$ cat src/core/twx_map.svh
/*
  Constant map for the table-write / test-skip / xor execution block.
  Assumes inclusion by bare name from the package, the address former and the core module.
*/
`ifndef TWX_MAP_SVH
`define TWX_MAP_SVH
// Opcode patterns, upper bits of the 16-bit instruction word
`define TWX_TABWR_HI   14'h0003
`define TWX_TSTZ_HI    7'h33
`define TWX_XORLIT_HI  8'h0a
`define TWX_XORREG_HI  6'h06
// Pointer modes taken from the two low opcode bits
`define TWX_PM_NONE    2'h0
`define TWX_PM_POSTINC 2'h1
`define TWX_PM_POSTDEC 2'h2
`define TWX_PM_PREINC  2'h3
// Indexed literal offset ceiling
`define TWX_IDX_MAX    8'h5f
// Access bank split point
`define TWX_ACC_SPLIT  8'h60
// Bank of the upper access half
`define TWX_ACC_HIBANK 4'hf
// Reset values, zero byte and pointer step
`define TWX_W_RST      8'h00
`define TWX_PTR_RST    21'h000000
`define TWX_ZERO8      8'h00
`define TWX_ONE_PTR    21'h000001
`endif

$ cat src/core/twx_pkg.sv
/*
  Types for the table-write / test-skip / xor execution block.
  Assumes the constant map header is on the include path.
*/
package twx_pkg;
  `include "twx_map.svh"
  // Operation decoded from the instruction word
  typedef enum logic [2:0] {TWX_OP_NONE, TWX_OP_TABWR, TWX_OP_TST,
                            TWX_OP_XORL, TWX_OP_XORF} twx_op_t;
  // Data-memory request towards the file register array
  typedef struct packed {
    logic        wr;
    logic [11:0] addr;
    logic [7:0]  data;
  } twx_fmem_t;
  // Holding-register write towards program memory
  typedef struct packed {
    logic        wr;
    logic [20:0] addr;
    logic [7:0]  data;
  } twx_hold_t;
endpackage

$ cat src/core/twx_addr.sv
/*
  Operand address former for file-register instructions.
  Assumes operands arrive from the same clock domain; purely combinational.
*/
`timescale 1ns/1ps
`default_nettype none
`include "twx_map.svh"
module twx_addr
  import twx_pkg::*;
(
  // Operand fields
  input  wire logic [7:0]  i_f,
  input  wire logic        i_a,
  // Core context
  input  wire logic [3:0]  i_bank_select_reg,
  input  wire logic        i_ext_set_en,
  input  wire logic [11:0] i_index_base,
  // Formed address
  output logic      [11:0] o_addr,
  output logic             o_indexed
);
  // Indexed literal offset only in access mode with extension on
  assign o_indexed = !i_a && i_ext_set_en && (i_f <= `TWX_IDX_MAX);
  // Access bank: low part in bank 0, high part in the top bank
  wire [11:0] acc_addr = (i_f < `TWX_ACC_SPLIT) ? {4'h0, i_f}
                                                : {`TWX_ACC_HIBANK, i_f};
  // Banked form takes the bank from the bank select register
  wire [11:0] bank_addr = {i_bank_select_reg, i_f};
  // Sum cut to the data space on purpose: a base near the top wraps
  wire [11:0] idx_addr  = 12'(i_index_base + {4'h0, i_f});
  assign o_addr = o_indexed ? idx_addr : (i_a ? bank_addr : acc_addr);
endmodule
`default_nettype wire

$ cat src/core/twx_core.sv
/*
  Execution unit for table write, test-and-skip-if-zero, and both xor forms.
  Assumes a one-cycle-per-instruction strobe from the fetch unit, a file
  register array answering reads combinationally, and an external table
  write path on variants that have the external memory interface.
*/
`timescale 1ns/1ps
`default_nettype none
`include "twx_map.svh"
module twx_core
  import twx_pkg::*;
(
  // Clock and reset
  input  wire logic        i_clock,
  input  wire logic        i_sys_rst,
  // Instruction issue
  input  wire logic        i_valid,
  input  wire logic [15:0] i_instr,
  // Configuration straps, same domain
  input  wire logic        i_has_ext_bus,
  input  wire logic        i_target_external,
  input  wire logic        i_ext_set_en,
  input  wire logic [3:0]  i_bank_select_reg,
  input  wire logic [11:0] i_index_base,
  input  wire logic [7:0]  i_table_latch,
  // File register read data
  input  wire logic [7:0]  i_fmem_rdata,
  // Outputs
  output logic      [11:0] o_fmem_raddr,
  output twx_fmem_t        o_fmem,
  output twx_hold_t        o_hold,
  output logic      [20:0] o_table_pointer,
  output logic      [7:0]  o_working_reg,
  output logic             o_flag_n,
  output logic             o_flag_z,
  output logic             o_flush,
  output logic             o_busy,
  output logic             o_illegal
);
  // Decoded op
  twx_op_t op;
  // Registered state
  logic [20:0] ptr_q;
  logic [7:0]  w_q;
  logic        n_q;
  logic        z_q;
  logic        flush_q;
  logic        busy_q;
  logic        illegal_q;
  twx_fmem_t   fmem_q;
  twx_hold_t   hold_q;

  // Decode by opcode patterns
  wire is_tabwr = (i_instr[15:2] == `TWX_TABWR_HI);
  wire is_tst   = (i_instr[15:9] == `TWX_TSTZ_HI);
  wire is_xorl  = (i_instr[15:8] == `TWX_XORLIT_HI);
  wire is_xorf  = (i_instr[15:10] == `TWX_XORREG_HI);
  // Busy second cycle drops new issue; fetch unit holds it
  wire issue    = i_valid && !busy_q;
  assign op = !issue ? TWX_OP_NONE :
              is_tabwr ? TWX_OP_TABWR :
              is_tst   ? TWX_OP_TST :
              is_xorl  ? TWX_OP_XORL :
              is_xorf  ? TWX_OP_XORF : TWX_OP_NONE;

  // Operand fields: f is 8 bits, a is 1 bit, so range holds by width
  wire [7:0] f_fld = i_instr[7:0];
  wire       a_fld = i_instr[8];
  wire       d_fld = i_instr[9];
  wire [1:0] pmode = i_instr[1:0];

  // Shared address former
  logic [11:0] faddr;
  twx_addr twx_addr_inst
  (
    .i_f               (f_fld),
    .i_a               (a_fld),
    .i_bank_select_reg (i_bank_select_reg),
    .i_ext_set_en      (i_ext_set_en),
    .i_index_base      (i_index_base),
    .o_addr            (faddr),
    .o_indexed         ()
  );
  assign o_fmem_raddr = faddr;

  // Table writes permitted only with the external bus and target
  wire tw_ok = i_has_ext_bus && i_target_external;

  // Pointer step by mode
  function automatic logic [20:0] step_ptr(input logic [20:0] p,
                                           input logic [1:0] m);
    case (m)
      `TWX_PM_POSTINC: step_ptr = 21'(p + `TWX_ONE_PTR);
      `TWX_PM_POSTDEC: step_ptr = 21'(p - `TWX_ONE_PTR);
      `TWX_PM_PREINC:  step_ptr = 21'(p + `TWX_ONE_PTR);
      default:         step_ptr = p;
    endcase
  endfunction
  wire [20:0] ptr_next = step_ptr(ptr_q, pmode);
  // Pre-increment writes at the new pointer, others at the old
  wire [20:0] hold_addr = (pmode == `TWX_PM_PREINC) ? ptr_next : ptr_q;

  // Xor results
  wire [7:0] xl_res = w_q ^ i_instr[7:0];
  wire [7:0] xf_res = w_q ^ i_fmem_rdata;
  wire       tst_zero = (i_fmem_rdata == `TWX_ZERO8);

  // Pointer, hold write and illegal report
  always_ff @(posedge i_clock)
  begin
    if (i_sys_rst)
    begin
      ptr_q     <= `TWX_PTR_RST;
      hold_q    <= '0;
      illegal_q <= 1'b0;
    end
    else
    begin
      hold_q.wr <= 1'b0;
      illegal_q <= 1'b0;
      if (op == TWX_OP_TABWR)
      begin
        // Refused write leaves pointer and holding register alone
        if (tw_ok)
        begin
          ptr_q       <= ptr_next;
          hold_q.wr   <= 1'b1;
          hold_q.addr <= hold_addr;
          hold_q.data <= i_table_latch;
        end
        else
          illegal_q <= 1'b1;
      end
    end
  end

  // Working register and flags
  always_ff @(posedge i_clock)
  begin
    if (i_sys_rst)
    begin
      w_q <= `TWX_W_RST;
      n_q <= 1'b0;
      z_q <= 1'b0;
    end
    else if (op == TWX_OP_XORL)
    begin
      w_q <= xl_res;
      n_q <= xl_res[7];
      z_q <= (xl_res == `TWX_ZERO8);
    end
    else if (op == TWX_OP_XORF)
    begin
      // Destination 0 to W, 1 back to the file register
      if (!d_fld)
        w_q <= xf_res;
      n_q <= xf_res[7];
      z_q <= (xf_res == `TWX_ZERO8);
    end
  end

  // File register write-back
  always_ff @(posedge i_clock)
  begin
    if (i_sys_rst)
      fmem_q <= '0;
    else
    begin
      fmem_q.wr   <= (op == TWX_OP_XORF) && d_fld;
      fmem_q.addr <= faddr;
      fmem_q.data <= xf_res;
    end
  end

  // Second cycle: table write only when permitted, test only when zero
  always_ff @(posedge i_clock)
  begin
    if (i_sys_rst)
    begin
      busy_q  <= 1'b0;
      flush_q <= 1'b0;
    end
    else
    begin
      flush_q <= (op == TWX_OP_TST) && tst_zero;
      busy_q  <= ((op == TWX_OP_TST) && tst_zero) ||
                 ((op == TWX_OP_TABWR) && tw_ok);
    end
  end

  assign o_table_pointer = ptr_q;
  assign o_working_reg   = w_q;
  assign o_flag_n        = n_q;
  assign o_flag_z        = z_q;
  assign o_flush         = flush_q;
  assign o_busy          = busy_q;
  assign o_illegal       = illegal_q;
  assign o_fmem          = fmem_q;
  assign o_hold          = hold_q;

  // Zero test flushes next cycle and stalls exactly one cycle
  a_skip_flush: assert property (@(posedge i_clock) disable iff (i_sys_rst)
    (op == TWX_OP_TST && tst_zero) |=> (o_flush && o_busy) ##1 !o_busy)
    else $error("zero test did not flush one cycle");
  a_skip_none: assert property (@(posedge i_clock) disable iff (i_sys_rst)
    (op == TWX_OP_TST && !tst_zero) |=> !o_flush)
    else $error("nonzero test flushed");
  a_tw_refuse: assert property (@(posedge i_clock) disable iff (i_sys_rst)
    (op == TWX_OP_TABWR && !tw_ok) |=> (!o_hold.wr && o_illegal && $stable(ptr_q)))
    else $error("refused table write acted");
  a_tw_post: assert property (@(posedge i_clock) disable iff (i_sys_rst)
    (op == TWX_OP_TABWR && tw_ok && pmode == `TWX_PM_POSTINC)
    |=> (o_hold.addr == $past(ptr_q) && ptr_q == $past(ptr_q) + `TWX_ONE_PTR))
    else $error("post-increment order wrong");
  a_tw_pre: assert property (@(posedge i_clock) disable iff (i_sys_rst)
    (op == TWX_OP_TABWR && tw_ok && pmode == `TWX_PM_PREINC)
    |=> (o_hold.addr == ptr_q && ptr_q == $past(ptr_q) + `TWX_ONE_PTR))
    else $error("pre-increment order wrong");
  a_tw_dec: assert property (@(posedge i_clock) disable iff (i_sys_rst)
    (op == TWX_OP_TABWR && tw_ok && pmode == `TWX_PM_POSTDEC)
    |=> (ptr_q == $past(ptr_q) - `TWX_ONE_PTR && o_hold.data == $past(i_table_latch)))
    else $error("post-decrement wrong");
  a_xorl_w: assert property (@(posedge i_clock) disable iff (i_sys_rst)
    (op == TWX_OP_XORL) |=> (o_working_reg == ($past(w_q) ^ $past(i_instr[7:0]))))
    else $error("literal xor result wrong");
  a_xorf_dst: assert property (@(posedge i_clock) disable iff (i_sys_rst)
    (op == TWX_OP_XORF && d_fld) |=> (o_fmem.wr && $stable(w_q)
      && o_flag_z == (o_fmem.data == `TWX_ZERO8)))
    else $error("register xor destination wrong");
  a_bank_sel: assert property (@(posedge i_clock) disable iff (i_sys_rst)
    (issue && a_fld) |-> (faddr == {i_bank_select_reg, f_fld}))
    else $error("banked address wrong");
  a_acc_bank: assert property (@(posedge i_clock) disable iff (i_sys_rst)
    (issue && !a_fld && !i_ext_set_en) |-> (faddr[11:8] == 4'h0 || faddr[11:8] == 4'hf))
    else $error("access bank address wrong");
endmodule
`default_nettype wire

$ cat config.mk
export PLATFORM = sky130hd
export DESIGN_NAME = twx_core
export DESIGN_NICKNAME = d
export VERILOG_FILES = /design/src/core/twx_pkg.sv /design/src/core/twx_addr.sv /design/src/core/twx_core.sv
export VERILOG_INCLUDE_DIRS = /design/src /design/src/core
export SDC_FILE = /design/constraint.sdc
export NUM_CORES = 1
export LEC_CHECK = 0
export BUFFER_PORTS_ARGS = -buffer_cell sky130_fd_sc_hd__buf_2
export CAP_MARGIN = 20
export CORE_MARGIN = 4
export CORE_UTILIZATION = 47
export CTS_CLUSTER_SIZE = 28
export DETAILED_ROUTE_END_ITERATION = 8
export HOLD_SLACK_MARGIN = 0.15
export PLACE_DENSITY = 0.88
export SETUP_SLACK_MARGIN = 0.2
export SLEW_MARGIN = 20
export SYNTH_ARGS = -nofsm -noshare
export SYNTH_HDL_FRONTEND = slang
export SYNTH_SLANG_ARGS = --single-unit
$ cat constraint.sdc
create_clock -name i_clock -period 2.9 [get_ports i_clock]
set_input_delay 0.435 -clock i_clock [delete_from_list [all_inputs] [get_ports i_clock]]
set_output_delay 0.435 -clock i_clock [all_outputs]
set_load 0.01 [all_outputs]
==> results.md, run 1 <==
Clocking:
- The CTS sink count is 85.
- TritonCTS built the clock tree.
- The setup fix buffers added after clock tree synthesis is 0.
- The maximum count of clock buffers along a single path is 2.
- The clock tree root buffer cell is sky130_fd_sc_hd__clkbuf_8.
- The number of buffers inserted by hold repair at cts is 0.
- The count of H-tree levels built during CTS is 3.
- The clock transition time at the flip-flop clock pins of the worst setup and hold paths is 0.08 ns.
- The total clock buffers created by CTS is 9.
- Clock latency on the worst-skew pair, taken at its later pin, is 0.36 ns.

Timing:
- The top achievable clock speed is 381 MHz.
- At the pin with the least slew margin, the transition time is approximately 0.64 ns.
- Across all setup checks in the final design, the least slack found is 0.277 ns.
- The worst path uses approximately nine tenths of the clock period.
- The worst slew margin relative to its limit is between 50% and 60%.
- The count of endpoints failing hold in the final timing report is 0.
- Setup repair after global routing could not meet its margin everywhere.
- For the final database, setup skew stands at 0.0122 ns.
- The final critical delay including setup and external delays is 2.62 ns.
- The final-report setup violation count is 0.
- The final max-slew violation count is 0.
- After routing, the total negative slack on setup checks comes to 0 ns.

Cells and area:
- After filler insertion, the fill cell instance count of the layout stands at 947.
- The register with the most flip-flops in the layout has 30 of them.
- The share of layout cells above drive strength 1 is around 29%.
- The net count reported at finish is 825.
- For this run, the share of the core covered by cells in the final layout is 60.0%.
- The count of antenna diodes in the layout is 0.
- Compared with the post-synthesis result, the final layout area differs by 24.9%.

Synthesis:
- The synthesized netlist contains 65 unique library cells.
- Counting every net in the synthesized netlist gives 682.
- The cell area that synthesis handed to floorplanning was roughly 0.0049 mm².
- The top cell type by total area after synthesis is sky130_fd_sc_hd__dfxtp_1.
- The synthesized design contains 85 register bits.
- The share of Yosys cell area claimed by the top area cell type is roughly a third.
- Of the synthesized area, sequential elements account for between 30 and 40%.
- The average cell area after synthesis is 7.99 µm².
- After synthesis, the share of flip-flops with an asynchronous set or reset is 0%.
- The number of synthesized flops with an enable pin is 0.
- The synthesized instance count is 618.
- Among all flip-flop cells after synthesis, the most frequent one is sky130_fd_sc_hd__dfxtp_1.
- The yosys synthesis warning count is 0.
- After synthesis, the cell types taking the most area are sky130_fd_sc_hd__dfxtp_1 34%, sky130_fd_sc_hd__nor2_1 6.1%, sky130_fd_sc_hd__xor2_1 5.9%, sky130_fd_sc_hd__xnor2_1 4.4%, sky130_fd_sc_hd__nand2_1 4.3%.

Route:
- Dividing the detail-routed via count by the number of cells gives 5.69.
- After detailed routing, the number of remaining DRC violations is 0.
- For this block, the via count after detailed routing is 5,132.
- After detailed routing, the total wire length is between 10,000 and 15,000 µm.
- The number of DRC markers after the initial detailed-route iteration is 350.
- Dividing the detail-routed wire length by the instance count gives ~16 µm.
- For this run, the detailed router's first-pass iteration total came to 5.
- The antenna violation net count after detailed routing is 0.

Critical path:
- The signal on the critical path passes through buf_2, ha_1, nor2b_1, o21a_1, o21ai_2, a21oi_1, or4b_4, nand3_2, buf_2.
- For this run, the slowest stage of the critical path takes 0.50 ns.
- The launching element of the worst setup path is i_instr[2].
- Across all register-to-register paths, the minimum setup slack is 0.45 ns.
- STA classifies the critical path endpoint as an output pin.
- Data on the critical path arrives at its endpoint at 2.19 ns.
- The worst register-to-register path ends at o_hold[26]$_SDFFE_PP0P_.
- The startpoint of the worst-slack reg-to-reg timing path is o_table_pointer[14]$_SDFFE_PP0P_.
- For the worst flop-to-flop path, the logic depth is 6.
- The most critical setup path has its endpoint at o_fmem_raddr[6].
- The cell type with the highest occurrence count on the critical path is sky130_fd_sc_hd__buf_2.
- Along the worst path, the maximum fanout reaches 3.
- On the critical path, the stage with the largest delay is an instance of sky130_fd_sc_hd__or4b_4.
- The critical path is of the in2out type.
- The worst setup path is launched from a primary input.
- The required time at the worst-slack endpoint is 2.47 ns.

Floorplan:
- The core region is 0.0103 mm².
- Row generation in the floorplan step produced 37 rows.
- Once the floorplan was initialized, standard cells occupied 48.0% of the core.
- The die span in y is 110 µm.
- The floorplan step defined a die boundary enclosing about 0.012 mm².
- The number of top-level design ports is 151.
- The horizontal die dimension is 110 µm.

Worst hold path:
- The worst hold path was traced through 3 stages.
- The min-delay analysis places its worst path in the category in2reg.

Placed design:
- After legalization and detailed placement, the total HPWL measured 10,800 µm.
- The count of input and output buffers is 150.
- The pre-CTS setup slack is -0.0173 ns.
- The final estimated routing congestion in global placement is 0.927.

GRT:
- The number of global-route vias before repair is 4,710.
- Entering global routing, the biggest net connects 52 pins.
- For this run, the total global-route usage over all layers was measured as 23.0%.
- The first-pass GRT wire length is roughly 24,000 µm.
- The total overflow left after global routing is 0.
- The initial antenna violation count is 0.

Power:
- In this run, the combinational gates consume 14.6% of the power.
- The switching share of power is between 20% and 30%.
- The analysis attributes to net switching a power of 650 µW.
- In this run the static leakage power is around 0.0026 µW.
- The part of the power in the clock network is a little over a third.
- Cell internal power was estimated by the tool at 1730 µW.
- VDD sags by at most 0.328 mV.
- The sequential share of power is between 50% and 60%.
- Power spread over the standard cell area amounts to between 300 and 400 mW/mm².

Run:
- The tool flagged a number of max-cap violations equal to 0.

Run status:
- The flow ran to the end, and the final reports show no timing, DRC or antenna violations.
-- worst max-delay path: cells and delay by family --
kind | cells | cell delay [ns]
adders and majority gates | 1 | 0.36
buffers and inverters | 2 | 0.23
AOI/OAI and AO/OA | 3 | 0.42
and+or+nand+nor | 3 | 0.75
-- placed cells by master, fill, tap and decap left out, types with 7 or more instances in the layout --
cell type                    n
sky130_fd_sc_hd__nor2_1     80
sky130_fd_sc_hd__clkbuf_8    9
sky130_fd_sc_hd__nand4_1    13
sky130_fd_sc_hd__nor4_1     12
sky130_fd_sc_hd__buf_2     149
sky130_fd_sc_hd__inv_1      12
sky130_fd_sc_hd__xnor2_1    25
sky130_fd_sc_hd__nand3_1    17
sky130_fd_sc_hd__a22oi_1     9
sky130_fd_sc_hd__ha_1        7
sky130_fd_sc_hd__a21oi_1    33
sky130_fd_sc_hd__buf_4      22
sky130_fd_sc_hd__dfxtp_1    84
sky130_fd_sc_hd__nor3b_1    12
sky130_fd_sc_hd__nor2b_1    11
sky130_fd_sc_hd__and3_1     10
sky130_fd_sc_hd__nor3_1     18
sky130_fd_sc_hd__o21ai_0    22
sky130_fd_sc_hd__xor2_1     33
sky130_fd_sc_hd__a211oi_1   20
sky130_fd_sc_hd__nand2_1    57
sky130_fd_sc_hd__or3_1      10
-- logic make-up (layout without fill, tap and decap cells) --
logic type               count (synthesis)  count (layout)  share of synthesized area [%]
AND/OR/NAND/NOR                        271             271                           28.4
multiplexers                            13              13                           2.79
XOR/XNOR                                58              58                           10.3
AO/OA/AOI/OAI                          127             127                           17.0
buffers and inverters                   54             202                           4.33
flip-flops                              85              85                           34.5
adder cells (fa/ha/maj)                 10              10                           2.69
-- per-stage QoR --
step	std cells	hold WS (ns)	total power, µW	instance area, µm²
final	902	0.315	2380	6160
after global routing	902	0.299	2490	6160
after CTS	902	0.302	2390	6130
after detailed placement	886	0.447	1540	5900
after global placement	886	0.439	1540	5900
after floorplan	618	0.481	1400	4960
-- synthesized netlist by cell type, types with 4 or more instances --
| library cell | number |
|---|---|
| sky130_fd_sc_hd__buf_1 | 5 |
| sky130_fd_sc_hd__or4_1 | 5 |
| sky130_fd_sc_hd__nor3_1 | 18 |
| sky130_fd_sc_hd__nor3b_1 | 12 |
| sky130_fd_sc_hd__mux2_2 | 5 |
| sky130_fd_sc_hd__nand2_1 | 57 |
| sky130_fd_sc_hd__a21o_1 | 4 |
| sky130_fd_sc_hd__inv_1 | 13 |
| sky130_fd_sc_hd__xnor2_1 | 25 |
| sky130_fd_sc_hd__mux2i_1 | 7 |
| sky130_fd_sc_hd__a21oi_1 | 35 |
| sky130_fd_sc_hd__xor2_1 | 33 |
| sky130_fd_sc_hd__and3_1 | 10 |
| sky130_fd_sc_hd__buf_2 | 9 |
| sky130_fd_sc_hd__nand3_1 | 18 |
| sky130_fd_sc_hd__nor2_1 | 80 |
| sky130_fd_sc_hd__or3_1 | 10 |
| sky130_fd_sc_hd__a211oi_1 | 20 |
| sky130_fd_sc_hd__a22oi_1 | 9 |
| sky130_fd_sc_hd__nor4_1 | 13 |
| sky130_fd_sc_hd__ha_1 | 9 |
| sky130_fd_sc_hd__o2111ai_1 | 4 |
| sky130_fd_sc_hd__nand4_1 | 13 |
| sky130_fd_sc_hd__clkbuf_1 | 27 |
| sky130_fd_sc_hd__o21ai_0 | 24 |
| sky130_fd_sc_hd__nor2b_1 | 11 |
| sky130_fd_sc_hd__dfxtp_1 | 85 |
-- per-layer routing --
layer	share of wire [%]	vias up	track usage [%]	wire [µm]
li1	-	2495	-	-
met3	10	28	5.32	1470
met4	1.9	0	7.64	274
met2	47	282	37.9	6810
met5	0	-	0	0
met1	41	2327	29.7	5860
-- timing repair --
| action | 4_1_cts | 5_1_grt |
|---|---|---|
| gates resized for setup | 9 | 10 |
| pin swaps | 2 | 3 |
| setup endpoints to repair | 3 | 6 |
| gates cloned | 0 | 0 |
-- area by class of cell --
type | instances | area, µm² | area share [%]
multi-input cells | 479 | 3110 | 50.4
flip-flops and latches | 85 | 1700 | 27.6
repair buffers | 173 | 942 | 15.3
well taps | 136 | 170 | 2.76
clock buffers | 11 | 131 | 2.13
clock inverters | 5 | 61.3 | 0.995
inverters | 13 | 48.8 | 0.792
-- power by group through the flow --
stage	registers (µW)	logic, µW	clock network (µW)
2_1_floorplan	1230	176	0
5_1_grt	1190	383	917
6_report	1190	348	842
3_3_place_gp	1220	323	0
3_5_place_dp	1220	327	0
4_1_cts	1190	334	870
-- how the worst min path moves through the flow --
stage                                 from                endpoint  slack (ns)
floorplan           o_hold[0]$_SDFFE_PP0P_  o_hold[0]$_SDFFE_PP0P_        0.48
global placement    o_hold[5]$_SDFFE_PP0P_  o_hold[5]$_SDFFE_PP0P_        0.44
detailed placement  o_hold[5]$_SDFFE_PP0P_  o_hold[5]$_SDFFE_PP0P_        0.45
CTS                       i_table_latch[6]  o_hold[6]$_SDFFE_PP0P_        0.30
global route              i_table_latch[4]  o_hold[4]$_SDFFE_PP0P_        0.30
finish                    i_table_latch[5]  o_hold[5]$_SDFFE_PP0P_        0.31
(Power assumes the default switching activity.)
==> run 2, diff against run 1 <==
--- a/config.mk
+++ b/config.mk
@@ -18,4 +18,5 @@
 export SLEW_MARGIN = 20
 export SYNTH_ARGS = -nofsm -noshare
 export SYNTH_HDL_FRONTEND = slang
+export SYNTH_HIERARCHICAL = 1
 export SYNTH_SLANG_ARGS = --single-unit
==> run 2 against run 1 <==
Critical path depth is 1 higher. Non-clock buffer count is 3 lower. Die area is 3.4% higher. Register-to-register slack better by 0.08 ns. Highest routed layer unchanged.
==> results.md, run 2 <==
Route:
- The number of design rule violations left after detail routing came to 0 (unchanged).
- The total vias in the final route is 5,241 (+2.1%).
- The number of DRC markers after the initial detailed-route iteration was 366 (+4.6%).
- The wire length per cell was 16.6 µm (+3.8%).
- The detailed-routing iteration count for the pre-antenna-repair pass came to 5 (unchanged).
- The post-detailed-route via-to-cell ratio came to 5.73 (+0.78%).
- The antenna violation net count after detailed routing came to 0 (unchanged).
- The total routed wirelength came to 15,200 µm (+5.2%).

Cells and area:
- The share of layout cells above drive strength 1 is 29.2% (+0.33 points).
- The end-of-flow core utilization is 61.0% (+1.0 points).
- The most common cell after layout, fill and taps aside is sky130_fd_sc_hd__buf_2.
- The net count reported at finish came to 856 (+3.8%).
- The count of antenna diodes in the layout came to 0 (unchanged).
- Leaving out fill and tap cells, the most frequent cells in the layout are 148 x sky130_fd_sc_hd__buf_2, 85 x sky130_fd_sc_hd__dfxtp_1, 82 x sky130_fd_sc_hd__nand2_1.
- The signed area change from the synthesized netlist to the final layout is 24.8% (about the same).
- The number of flip-flops under the largest register name was 30 (unchanged).

GRT:
- The first-pass GRT wire length is 24,400 µm (+3.6%).
- The global-route met1 utilization is 30.3% (+0.62 points).
- The most used routing layer is met2.
- The initial antenna violation count was 0 (unchanged).
- The met2 usage in global routing is 38.4% (+0.55 points).
- The total routing usage reported by global routing was 23.5% (+0.46 points).
- The total global routing overflow is 0 (unchanged).
- The largest net degree at the start of global routing is 35 (-33%).
- The met3 routing resource usage after global routing is 4.47% (-0.84 points).
- The number of global-route vias before repair was 4,920 (+4.5%).

Synthesis:
- The commonest register cell after synthesis is sky130_fd_sc_hd__dfxtp_1.
- Sorting the synthesized cells by area gives the leading types as sky130_fd_sc_hd__dfxtp_1 33%, sky130_fd_sc_hd__ha_1 6.6%, sky130_fd_sc_hd__nand2_1 6.1%, sky130_fd_sc_hd__a21oi_1 5.7%, sky130_fd_sc_hd__xnor2_1 3.3%.
- The sequential element share of the synthesized area was 33.3% (-1.2 points).
- In the synthesized netlist, the cells that appear most often are 85 x sky130_fd_sc_hd__dfxtp_1, 83 x sky130_fd_sc_hd__nand2_1, 58 x sky130_fd_sc_hd__a21oi_1, 43 x sky130_fd_sc_hd__nor2_1, 31 x sky130_fd_sc_hd__o21ai_0.
- The share of Yosys cell area claimed by the top area cell type is 33.3% (-1.2 points).
- By instance count, the leading cell after synthesis is sky130_fd_sc_hd__dfxtp_1.
- The synthesized area is 0.00511 mm² (+3.6%).
- The share of flip-flops with an asynchronous set or reset is 0% (unchanged).
- The yosys synthesis warning count is 6 (+6).
- The synthesized instance count is 625 (+1.1%).
- The average cell area after synthesis is 8.18 µm² (+2.5%).
- The number of register bits inferred by synthesis is 85 (unchanged).
- The top cell type by total area after synthesis is sky130_fd_sc_hd__dfxtp_1.
- The number of synthesized flops with an enable pin is 0 (unchanged).
- The net count after synthesis is 708 (+3.8%).
- The unique cell type count in the Yosys netlist came to 65 (unchanged).

Timing:
- The sum of negative setup slack is 0 ns (unchanged).
- The final critical-path share of the clock period was 92.5% (+2.1 points).
- The final-report setup violation count is 0 (unchanged).
- The tightest hold margin is 0.288 ns (-0.0268 ns).
- The transition time at the pin with the least slew margin is 0.581 ns (-0.0612 ns).
- The final critical delay including setup and external delays is 2.68 ns (+0.0610 ns).
- The count of endpoints failing hold in the final timing report is 0 (unchanged).
- The final worst clock skew was 0.0130 ns (+0.000743 ns).
- The final max-slew violation count is 0 (unchanged).
- The top achievable clock speed came to 373 MHz (-2.3%).
- The worst slew margin relative to its limit is 61.2% (+4.1 points).
- Setup repair after global routing could not meet its margin everywhere.

Critical path:
- The top fanout value on the critical path is 3 (unchanged).
- STA classifies the critical path endpoint as an output pin.
- The slack of the worst reg-to-reg path is 0.53 ns (+0.08 ns).
- The critical path is of the in2out type.
- The worst setup path is launched from a primary input.
- The required time at the worst-slack endpoint is 2.47 ns (about the same).
- The worst endpoint data arrival time is 2.25 ns (+0.06 ns).

Floorplan:
- The area inside the core boundary was 0.0105 mm² (+1.8%).
- The die span in y was 112 µm (+1.7%).
- The number of top-level design ports is 151 (unchanged).
- The horizontal die dimension was 112 µm (+1.7%).
- The initial standard-cell utilization of the core is 48.9% (+0.86 points).
- The row count is 37 (unchanged).
- The die footprint came to 0.0126 mm² (+3.4%).

Clocking:
- The count of H-tree levels built during CTS is 3 (unchanged).
- The maximum count of clock buffers along a single path came to 2 (unchanged).
- The total clock buffers created by CTS was 9 (unchanged).
- The clock transition time at the flip-flop clock pins of the worst setup and hold paths is 0.09 ns (about the same).
- The number of buffers inserted by hold repair at cts is 0 (unchanged).
- The clock insertion delay at the later pin of the skew report is 0.37 ns (about the same).
- The clock tree root buffer cell is sky130_fd_sc_hd__clkbuf_8.
- The setup fix buffers added after clock tree synthesis is 0 (unchanged).
- The CTS sink count was 85 (unchanged).
- TritonCTS built the clock tree.

Run:
- The max-capacitance violation count is 0 (unchanged).

Power:
- The power density over the cells was 389 mW/mm² (+0.82%).
- The reported leakage power came to 0.00286 µW (+11%).
- The share of power burned in combinational logic was 16.3% (+1.7 points).
- The net switching power is 708 µW (+8.9%).
- The cell internal power dissipation was 1780 µW (+2.7%).
- The sequential share of power is 47.9% (-2.1 points).
- The maximum ir drop on the vdd rail is 0.292 mV (-11%).
- The part of the power in the clock network came to 35.8% (+0.4 points).
- The switching share of power is 28.5% (+1.2 points).

Placed design:
- The detailed placer's ending HPWL was 11,500 µm (+6.5%).
- The final estimated routing congestion in global placement is 1.01 (+9.5%).
- The count of input and output buffers is 150 (unchanged).

Worst hold path:
- The worst hold-check path type is in2reg.

Run status:
- The flow ran to the end, and the final reports show no timing, DRC or antenna violations.
==> run 2: cell count changes in the layout (fill, tap and decap cells not counted), moves of 10 or more <==
cell | before | now
sky130_fd_sc_hd__nor2_1 | 80 | 43
sky130_fd_sc_hd__nand2_1 | 57 | 82
sky130_fd_sc_hd__a21oi_1 | 33 | 57
sky130_fd_sc_hd__xor2_1 | 33 | 18
sky130_fd_sc_hd__ha_1 | 7 | 20
sky130_fd_sc_hd__a211oi_1 | 20 | 9
sky130_fd_sc_hd__nand3_1 | 17 | 27
==> run 2: power by group through the flow <==
stage | clock, µW | combinational, µW | sequential [µW]
floorplan | 0 | 224 | 1230
global placement | 0 | 382 | 1220
detailed placement | 0 | 386 | 1220
CTS | 899 | 391 | 1190
global route | 948 | 443 | 1190
finish | 891 | 405 | 1190
==> run 2: cells by family after synthesis <==
kind of cell	after synthesis	share of synthesized area (%)
simple gates	246	24.5
compound gates	172	22.7
flops	85	33.3
buf+inv	46	3.77
xor+xnor	37	6.34
fa+ha+maj	29	7.39
mux	10	2.01
==> run 2: final cells by class <==
class | count | area [µm²]
clock buffer | 10 | 138
clock inverter | 6 | 68.8
fill | 962 | 4080
inverter | 13 | 52.6
multi-input combinational | 494 | 3330
sequential | 85 | 1700
tap | 136 | 170
timing repair buffer | 170 | 918
==> run 2: stage by stage <==
| step | cells | total power, µW | instance area, µm² | worst slack, ns |
|---|---|---|---|---|
| 3_5_place_dp | 898 | 1600 | 6120 | 0.0863 |
| 3_3_place_gp | 898 | 1600 | 6120 | 0.102 |
| 2_1_floorplan | 625 | 1450 | 5190 | 0.0266 |
| 6_report | 914 | 2490 | 6380 | 0.216 |
| 5_1_grt | 914 | 2580 | 6380 | 0.145 |
| 4_1_cts | 914 | 2480 | 6340 | 0.217 |
==> run 2: critical path: stages <==
cell and delay, ns:
sky130_fd_sc_hd__clkbuf_4 0.15, sky130_fd_sc_hd__ha_4 0.14, sky130_fd_sc_hd__inv_1 0.05, sky130_fd_sc_hd__fa_2 0.35, sky130_fd_sc_hd__nor2b_2 0.16, sky130_fd_sc_hd__o31a_1 0.22
sky130_fd_sc_hd__o21ai_1 0.12, sky130_fd_sc_hd__or4_1 0.40, sky130_fd_sc_hd__nand3_1 0.09, sky130_fd_sc_hd__buf_2 0.13
==> run 2: path summary, 6_finish.rpt <==
path,from,to,cells after the start
worst max-delay path,i_instr[0],o_fmem_raddr[10],10
worst min-delay path,i_table_latch[1],o_hold[1]$_SDFFE_PP0P_,3
worst max register to register,o_table_pointer[5]$_SDFFE_PP0P_,o_table_pointer[20]$_SDFFE_PP0P_,8
worst min register to register,o_hold[2]$_SDFFE_PP0P_,o_hold[2]$_SDFFE_PP0P_,2
==> run 2: layer usage <==
metal	part of all wire, %	wire (µm)	vias to the layer above
met2	47	7120	239
met1	43	6520	2409
met4	2.5	372	0
met3	7.6	1160	37
li1	-	-	2556
met5	0	0	-
==> run 2: timing repair <==
item / in CTS / in global routing
pin swaps: 1 / 1
resized for setup: 4 / 7
endpoints found under the setup margin: 2 / 4
